--- config.mk ---
export PLATFORM = sky130hd
export DESIGN_NAME = iofr_router
export DESIGN_NICKNAME = d
export VERILOG_FILES = /design/src/logic/iofr_pkg.sv /design/src/logic/iofr_input_map.sv /design/src/logic/iofr_router.sv
export SDC_FILE = /design/constraint.sdc
export NUM_CORES = 1
export LEC_CHECK = 0
export BUFFER_PORTS_ARGS = -buffer_cell sky130_fd_sc_hd__buf_2
export CORE_ASPECT_RATIO = 0.9
export CORE_MARGIN = 2
export CORE_UTILIZATION = 40
export DETAILED_ROUTE_END_ITERATION = 8
export GPL_TIMING_DRIVEN = 0
export PLACE_DENSITY_LB_ADDON = 0.12
export SYNTH_ARGS = -nofsm -noshare
export SYNTH_HDL_FRONTEND = slang
export SYNTH_HIERARCHICAL = 1
export SYNTH_SLANG_ARGS = --single-unit
--- constraint.sdc ---
create_clock -name pclk -period 1.9 [get_ports pclk]
set_input_delay 0.19 -clock pclk [delete_from_list [all_inputs] [get_ports pclk]]
set_output_delay 0.19 -clock pclk [all_outputs]
set_load 0.005 [all_outputs]
--- src/logic/iofr_pkg.sv ---
// What this block does
// - All discrete control and status pass through one connector's terminals.
// - Input assignment parameter 11 selects input routing per control mode.
// - Output assignment parameter 12 selects output routing per control mode.
// - Both assignment parameters reset to setting 0 in every mode.
// - Position inputs 0-3: 7-9 servo/inhibits except setting 3 (8-11 clears/limits); 10/11 vary by setting.
// - Speed inputs 0-5: 7-9 servo/enables; 10/11 from six-entry table.
// - Torque inputs 0-2: 7-9 servo/enables; 10/11 from three-entry table.
// - Position outputs 1,2,5 fixed; 3/4 from three-entry table.
// - Speed outputs 1,2,5 fixed; 3/4 from three-entry table.
// - Torque output setting 0 only; outputs 1-4 fixed.
// - In-position asserted while deviation count below parameter 22 range.
// - Alarm output normally closed: on in normal operation, off on alarm.
package iofr_pkg;

  typedef enum logic [1:0] {
    IOFR_MODE_POS,
    IOFR_MODE_SPD,
    IOFR_MODE_TRQ
  } iofr_mode_t;

  localparam int IOFR_ADDR_W = 12;
  localparam int IOFR_DEV_W = 24;

  // Register byte offsets
  localparam logic [11:0] IOFR_OFS_CTRL = 12'h000;
  localparam logic [11:0] IOFR_OFS_INPOS = 12'h004;
  localparam logic [11:0] IOFR_OFS_TERM = 12'h008;
  localparam logic [11:0] IOFR_OFS_FUNC = 12'h00c;

  // CTRL fields
  localparam int IOFR_CTRL_IN_LSB = 0;
  localparam int IOFR_CTRL_OUT_LSB = 4;
  localparam int IOFR_CTRL_MODE_LSB = 8;

  // Reset values
  localparam logic [2:0] IOFR_IN_SET_RST = 3'h0;
  localparam logic [1:0] IOFR_OUT_SET_RST = 2'h0;
  localparam logic [23:0] IOFR_INPOS_RST = 24'h00000a;

  // Highest legal setting per mode
  localparam logic [2:0] IOFR_IN_MAX_POS = 3'h3;
  localparam logic [2:0] IOFR_IN_MAX_SPD = 3'h5;
  localparam logic [2:0] IOFR_IN_MAX_TRQ = 3'h2;
  localparam logic [1:0] IOFR_OUT_MAX_PS = 2'h2;
  localparam logic [1:0] IOFR_OUT_MAX_TRQ = 2'h0;

endpackage : iofr_pkg

--- src/logic/iofr_input_map.sv ---
`timescale 1ns/100ps
`default_nettype none
// Terminals 7..11 to internal functions, combinational
module iofr_input_map (
  input wire iofr_pkg::iofr_mode_t mode,
  input wire logic [2:0] in_set,
  input wire logic [4:0] term_in,
  output logic servo_on,
  output logic fwd_inhibit,
  output logic rev_inhibit,
  output logic fwd_enable,
  output logic rev_enable,
  output logic counter_clear,
  output logic fault_clear_request,
  output logic deviation_counter_clear,
  output logic speed_limit_req,
  output logic current_limit_req,
  output logic cmd_source_sel
);
  import iofr_pkg::*;

  logic t7, t8, t9, t10, t11;
  assign {t11, t10, t9, t8, t7} = term_in;

  always_comb begin
    servo_on = t7;
    fwd_inhibit = 1'b0;
    rev_inhibit = 1'b0;
    fwd_enable = 1'b0;
    rev_enable = 1'b0;
    counter_clear = 1'b0;
    fault_clear_request = 1'b0;
    deviation_counter_clear = 1'b0;
    speed_limit_req = 1'b0;
    current_limit_req = 1'b0;
    cmd_source_sel = 1'b0;
    unique case (mode)
      IOFR_MODE_POS: begin
        if (in_set == 3'h3) begin
          fault_clear_request = t8;
          deviation_counter_clear = t9;
          speed_limit_req = t10;
          current_limit_req = t11;
        end else begin
          fwd_inhibit = t8;
          rev_inhibit = t9;
          unique case (in_set)
            3'h1: begin
              counter_clear = t10;
              speed_limit_req = t11;
            end
            3'h2: begin
              counter_clear = t10;
              current_limit_req = t11;
            end
            default: begin
              fault_clear_request = t10;
              deviation_counter_clear = t11;
            end
          endcase
        end
      end
      IOFR_MODE_SPD: begin
        fwd_enable = t8;
        rev_enable = t9;
        unique case (in_set)
          3'h1: begin
            fault_clear_request = t10;
            current_limit_req = t11;
          end
          3'h2: begin
            speed_limit_req = t10;
            current_limit_req = t11;
          end
          3'h3: begin
            fault_clear_request = t10;
            cmd_source_sel = t11;
          end
          3'h4: begin
            cmd_source_sel = t10;
            speed_limit_req = t11;
          end
          3'h5: begin
            cmd_source_sel = t10;
            current_limit_req = t11;
          end
          default: begin
            fault_clear_request = t10;
            speed_limit_req = t11;
          end
        endcase
      end
      default: begin
        fwd_enable = t8;
        rev_enable = t9;
        unique case (in_set)
          3'h1: begin
            fault_clear_request = t10;
            cmd_source_sel = t11;
          end
          3'h2: begin
            cmd_source_sel = t10;
            current_limit_req = t11;
          end
          default: begin
            fault_clear_request = t10;
            current_limit_req = t11;
          end
        endcase
      end
    endcase
  end

endmodule : iofr_input_map
`default_nettype wire

--- src/logic/iofr_router.sv ---
`timescale 1ns/100ps
`default_nettype none
module iofr_router #(
  parameter int DEV_W = iofr_pkg::IOFR_DEV_W
) (
  input wire logic pclk,
  input wire logic presetn,
  input wire logic psel,
  input wire logic penable,
  input wire logic pwrite,
  input wire logic [iofr_pkg::IOFR_ADDR_W-1:0] paddr,
  input wire logic [31:0] pwdata,
  output logic [31:0] prdata,
  output logic pready,
  output logic pslverr,
  input wire logic [4:0] term_in,
  output logic [4:0] term_out,
  input wire logic [DEV_W-1:0] deviation_count,
  input wire logic speed_attained,
  input wire logic alarm_active,
  input wire logic op_ready,
  input wire logic speed_limited_flag,
  input wire logic current_limited_flag,
  input wire logic enc_index,
  output logic servo_on,
  output logic fwd_inhibit,
  output logic rev_inhibit,
  output logic fwd_enable,
  output logic rev_enable,
  output logic counter_clear,
  output logic fault_clear_request,
  output logic deviation_counter_clear,
  output logic speed_limit_req,
  output logic current_limit_req,
  output logic cmd_source_sel
);
  import iofr_pkg::*;

  ////////////////////////////////////////////////////////////////////////
  // Configuration registers

  logic [2:0] in_set_q, in_set_d;
  logic [1:0] out_set_q, out_set_d;
  iofr_mode_t mode_q, mode_d;
  logic [DEV_W-1:0] inpos_q, inpos_d;
  logic [31:0] prdata_q, prdata_d;
  logic pslverr_q, pslverr_d;
  logic pready_q, pready_d;
  logic [4:0] term_out_d, term_out_q;

  logic access;
  logic commit;
  logic addr_ok;
  logic wr_ok;
  logic [2:0] wr_in;
  logic [1:0] wr_out;
  logic [1:0] wr_mode;
  logic [10:0] func_vec;

  function automatic logic in_legal(logic [1:0] m, logic [2:0] s);
    unique case (m)
      2'h0: in_legal = (s <= IOFR_IN_MAX_POS);
      2'h1: in_legal = (s <= IOFR_IN_MAX_SPD);
      2'h2: in_legal = (s <= IOFR_IN_MAX_TRQ);
      default: in_legal = 1'b0;
    endcase
  endfunction : in_legal

  function automatic logic out_legal(logic [1:0] m, logic [1:0] s);
    if (m == 2'h2) begin
      out_legal = (s <= IOFR_OUT_MAX_TRQ);
    end else begin
      out_legal = (s <= IOFR_OUT_MAX_PS);
    end
  endfunction : out_legal

  assign access = psel && penable && !pready_q;
  // Completing edge of a write: pready sampled high with the request
  assign commit = psel && penable && pready_q && pwrite;
  assign addr_ok = (paddr == IOFR_OFS_CTRL) || (paddr == IOFR_OFS_INPOS)
                   || (paddr == IOFR_OFS_TERM) || (paddr == IOFR_OFS_FUNC);
  assign wr_in = pwdata[IOFR_CTRL_IN_LSB +: 3];
  assign wr_out = pwdata[IOFR_CTRL_OUT_LSB +: 2];
  assign wr_mode = pwdata[IOFR_CTRL_MODE_LSB +: 2];
  // Illegal combinations refused whole, settings kept
  assign wr_ok = in_legal(wr_mode, wr_in) && out_legal(wr_mode, wr_out);

  always_comb begin
    prdata_d = prdata_q;
    pslverr_d = 1'b0;
    pready_d = access;
    if (access) begin
      pslverr_d = !addr_ok;
      prdata_d = 32'h0000_0000;
      if (pwrite) begin
        if ((paddr == IOFR_OFS_CTRL) && !wr_ok) begin
          pslverr_d = 1'b1;
        end else if ((paddr == IOFR_OFS_TERM)
                     || (paddr == IOFR_OFS_FUNC)) begin
          // Status words are read only
          pslverr_d = 1'b1;
        end
      end else begin
        unique case (paddr)
          IOFR_OFS_CTRL: begin
            prdata_d[IOFR_CTRL_IN_LSB +: 3] = in_set_q;
            prdata_d[IOFR_CTRL_OUT_LSB +: 2] = out_set_q;
            prdata_d[IOFR_CTRL_MODE_LSB +: 2] = mode_q;
          end
          IOFR_OFS_INPOS: prdata_d[DEV_W-1:0] = inpos_q;
          IOFR_OFS_TERM: prdata_d[9:0] = {term_out_q, term_in};
          IOFR_OFS_FUNC: prdata_d[10:0] = func_vec;
          default: prdata_d = 32'h0000_0000;
        endcase
      end
    end
  end

  always_ff @(posedge pclk or negedge presetn) begin
    if (!presetn) begin
      prdata_q <= 32'h0000_0000;
      pslverr_q <= 1'b0;
      pready_q <= 1'b0;
    end else begin
      prdata_q <= prdata_d;
      pslverr_q <= pslverr_d;
      pready_q <= pready_d;
    end
  end

  // Settings change only at the edge that completes the write
  always_comb begin
    in_set_d = in_set_q;
    out_set_d = out_set_q;
    mode_d = mode_q;
    inpos_d = inpos_q;
    if (commit && (paddr == IOFR_OFS_CTRL) && wr_ok) begin
      in_set_d = wr_in;
      out_set_d = wr_out;
      mode_d = iofr_mode_t'(wr_mode);
    end
    if (commit && (paddr == IOFR_OFS_INPOS)) begin
      inpos_d = pwdata[DEV_W-1:0];
    end
  end

  always_ff @(posedge pclk or negedge presetn) begin
    if (!presetn) begin
      in_set_q <= IOFR_IN_SET_RST;
      out_set_q <= IOFR_OUT_SET_RST;
      mode_q <= IOFR_MODE_POS;
      inpos_q <= IOFR_INPOS_RST[DEV_W-1:0];
    end else begin
      in_set_q <= in_set_d;
      out_set_q <= out_set_d;
      mode_q <= mode_d;
      inpos_q <= inpos_d;
    end
  end

  assign prdata = prdata_q;
  assign pready = pready_q;
  assign pslverr = pslverr_q;

  ////////////////////////////////////////////////////////////////////////
  // Input routing

  logic [10:0] fn_d, fn_q;

  iofr_input_map u_in_map (
    .mode(mode_q),
    .in_set(in_set_q),
    .term_in(term_in),
    .servo_on(fn_d[0]),
    .fwd_inhibit(fn_d[1]),
    .rev_inhibit(fn_d[2]),
    .fwd_enable(fn_d[3]),
    .rev_enable(fn_d[4]),
    .counter_clear(fn_d[5]),
    .fault_clear_request(fn_d[6]),
    .deviation_counter_clear(fn_d[7]),
    .speed_limit_req(fn_d[8]),
    .current_limit_req(fn_d[9]),
    .cmd_source_sel(fn_d[10])
  );

  ////////////////////////////////////////////////////////////////////////
  // Output routing

  logic in_position;

  assign in_position = (deviation_count < inpos_q);

  always_comb begin
    term_out_d = 5'h00;
    term_out_d[1] = !alarm_active;
    unique case (mode_q)
      IOFR_MODE_TRQ: begin
        term_out_d[0] = speed_attained;
        term_out_d[2] = op_ready;
        term_out_d[3] = current_limited_flag;
      end
      default: begin
        term_out_d[0] = (mode_q == IOFR_MODE_POS) ? in_position
                        : speed_attained;
        term_out_d[4] = enc_index;
        unique case (out_set_q)
          2'h1: begin
            term_out_d[2] = op_ready;
            term_out_d[3] = current_limited_flag;
          end
          2'h2: begin
            term_out_d[2] = speed_limited_flag;
            term_out_d[3] = current_limited_flag;
          end
          default: begin
            term_out_d[2] = op_ready;
            term_out_d[3] = speed_limited_flag;
          end
        endcase
      end
    endcase
  end

  always_ff @(posedge pclk or negedge presetn) begin
    if (!presetn) begin
      term_out_q <= 5'h00;
      fn_q <= 11'h000;
    end else begin
      term_out_q <= term_out_d;
      fn_q <= fn_d;
    end
  end

  assign func_vec = fn_q;
  assign term_out = term_out_q;
  assign servo_on = fn_q[0];
  assign fwd_inhibit = fn_q[1];
  assign rev_inhibit = fn_q[2];
  assign fwd_enable = fn_q[3];
  assign rev_enable = fn_q[4];
  assign counter_clear = fn_q[5];
  assign fault_clear_request = fn_q[6];
  assign deviation_counter_clear = fn_q[7];
  assign speed_limit_req = fn_q[8];
  assign current_limit_req = fn_q[9];
  assign cmd_source_sel = fn_q[10];

endmodule : iofr_router
`default_nettype wire

==> results.yml <==
global_routing:
  grt_pass1_vias: 3096
  grt_pass1_wl_mm: 15.9
  antenna_found_initial: 1
  grt_max_degree: 63
  gr-total-overflow: 0
  grt_usage_pct: 19.7
sta:
  fin_crit_ns: 1.82
  rsz0062_at_grt: "false"
  relSlewSlack_pct: 62.7
  worst_pin_slew_ns: 0.560
  slew_violations: 0
  worst_hold_slack_ns: 0.0366
  hold_viol: 0
  clock.fmax_ghz: 0.549
  clock-skew-final_ns: 0.0122
  setup_viol: 0
  tns_ns: 0
  period_share_pct: 95.9
finish:
  fillers: 854
  syn_to_final_growth_pct: 28.0
  nNetsFinal: 571
  drive_gt1_share_pct: 44.1
  final_common_cell: "buf_2"
  design_area_um2: 4940
  layout_common_cells: "118 x buf_2, 71 x dfrtp_1, 33 x mux2_2"
routing:
  drc_errors: 0
  drtAntennaViolNets: 0
  drt-pass1-iter-count: 4
  vias: 3012
  wirelength_mm: 9.90
  viasPerCell: 5.11
  drt_iter0_drc: 94
  avgRoutedWirePerCell_um: 16.8
critical_path:
  critical-path-max-stage-delay_ns: 0.53
  path_cells: "buf_2 > or4_4 > nor4_4 > nand2_2 > nor3_4 > mux2_2"
  crit_slowest_cell: "or4_4"
  critPathCaptureType: "register"
  critPathRequiredTime_ns: 2.12
  critPathLaunchType: "input port"
  worstSetupPathType: "input port to register"
  r2r.worst_path.cells: 6
  worstPathArrival_ns: 2.05
  cp_max_fo: 7
synthesis:
  ys.flop_type: "dfrtp_1"
  synthAdderAreaFrac_pct: 8.11
  synth_compound_gate_area_share_pct: 12.9
  synth-async-reset-ratio_pct: 100
  synth_top_family_by_area: "multiplexers"
  yosys_warnings: 6
  avgSynthCellArea_um2: 11.8
  syn_inst: 326
  yosys.area_share.simple_pct: 10.7
  ys_seq_area_share_pct: 47.5
  ys_types: 61
  yosys-mux-area-fraction_pct: 14.0
  synthXorXnorAreaFrac_pct: 0.227
  synth_edf_count: 0
  syn_area_um2: 3850
  ys_ff_latch: 73
floorplanning:
  std_cell_rows: 33
  start_util_pct: 41.7
  fp.dieW_um: 107
  dieHeight_um: 97.1
  dieArea_um2: 10400
  pin_count: 134
  core_area_um2: 9250
worst_hold_path:
  hold-path-cell-count: 3
  hold_path.class: "input port to register"
clock_tree:
  clk_pin_slew_ns: 0.08
  cts_tree: "done"
  cts_max_path_buffers: 2
  cts_buffers: 9
  cts_setup_buffers: 0
  cts_sinks: 73
  root_buffer: "clkbuf_8"
  h-tree-depth: 3
  insertion_delay_ns: 0.34
pwr:
  powerDensity_nw_per_um2: 699
  cellLeakagePower_nw: 2.49
  vdd_drop_max_uv: 494
placement:
  dpl_cell_area_um2: 4640
  dp_hpwl_mm: 7.60
  routabilityCongestion: 0.861
  port_buffers: 115
run_status:
  status: "finished clean"
job:
  drv_cap: 0
## cell type report
class | instances | area, um2 | area share [%]
flip-flops and latches | 73 | 1830 | 37.1
multi-input cells | 208 | 1810 | 36.8
repair buffers | 118 | 626 | 12.7
clock buffers | 12 | 165 | 3.35
well taps | 122 | 153 | 3.09
plain buffers | 22 | 136 | 2.76
inverters | 30 | 113 | 2.28
clock inverters | 4 | 97.6 | 1.98
diodes | 1 | 2.50 | 0.0507
## stage by stage
step / total power [W] / std cells / setup WS, ns / utilization, %
4_1_cts: 0.00349 / 589 / 0.0542 / 53.2
6_report: 0.00345 / 590 / 0.0785 / 53.4
5_1_grt: 0.00361 / 590 / 0.0000222 / 53.4
2_1_floorplan: 0.00174 / 333 / 0.0112 / -
3_5_place_dp: 0.00192 / 571 / -0.300 / 50.2
3_3_place_gp: 0.00190 / 570 / -0.264 / 49.8
## layer usage
layer / routed length, um / global-route usage [%] / part of all wire (%)
met2: 4620 / 31.1 / 47
met3: 637 / 5.30 / 6.4
met1: 4500 / 27.4 / 45
met4: 139 / 4.24 / 1.4
met5: 0 / 0 / 0
## kinds of logic after synthesis
| logic type | after synthesis |
|---|---|
| xor gates and xnor gates | 1 |
| adders and majority gates | 25 |
| AOI/OAI and AO/OA | 67 |
| other | 1 |
| muxes | 41 |
| DFF | 73 |
| buffers and inverters | 52 |
| and+or+nand+nor | 66 |
## synthesized netlist by cell type (3+ instances only)
cell type	count	area share (%)
a21oi_1	11	1.4
a31oi_1	4	0.65
nand2_1	21	2.0
mux2_2	33	9.6
ha_1	25	8.1
nor2_1	5	0.49
buf_2	4	0.52
nand4_1	3	0.49
a22o_1	26	5.9
buf_4	10	1.9
mux4_2	7	4.1
nor3_1	4	0.52
nor2b_1	3	0.49
clkbuf_1	6	0.58
dfrtp_1	71	46
inv_1	30	2.9
nand3_1	5	0.65
o21ai_0	8	1.0
## report_power, final
group,internal (W),leakage (nW),switching (W)
combinational,0.000148,1.37,0.000163
sequential,0.00157,0.989,0.00000826
clock,0.000981,0.129,0.000583
## worst max-delay path, delay by kind of cell
kind	cells	cell delay, ns
mux	1	0.38
simple gates	4	1.38
buf+inv	1	0.09
## path summary, 6_finish.rpt
| path | slack (ns) | from | endpoint |
|---|---|---|---|
| min in group asynchronous | 0.23 | presetn | inpos_q[0] |
| worst min-delay path | 0.04 | op_ready | term_out[2] |
| worst min register to register | 0.50 | prdata[18] | prdata[18] |
| max in group asynchronous | 1.08 | presetn | inpos_q[3] |
| worst max-delay path | 0.08 | paddr[9] | mode_q[0] |
| worst max register to register | 0.09 | pready | prdata[23] |
## sequential cells by signal (all words and copies together), names as in the netlist
name / cells
mode_q: 2
pready: 1
in_set_q: 3
fn_q: 11
term_out: 5
inpos_q: 24
prdata: 24
pslverr: 1
out_set_q: 2
## repair_timing
action	4_1_cts	5_1_grt
hold buffers	2	0
hold endpoints to repair	45	0
endpoints found under the setup margin	0	8
resized for setup	0	2
No activity file was read; power rests on OpenSTA's default activity.
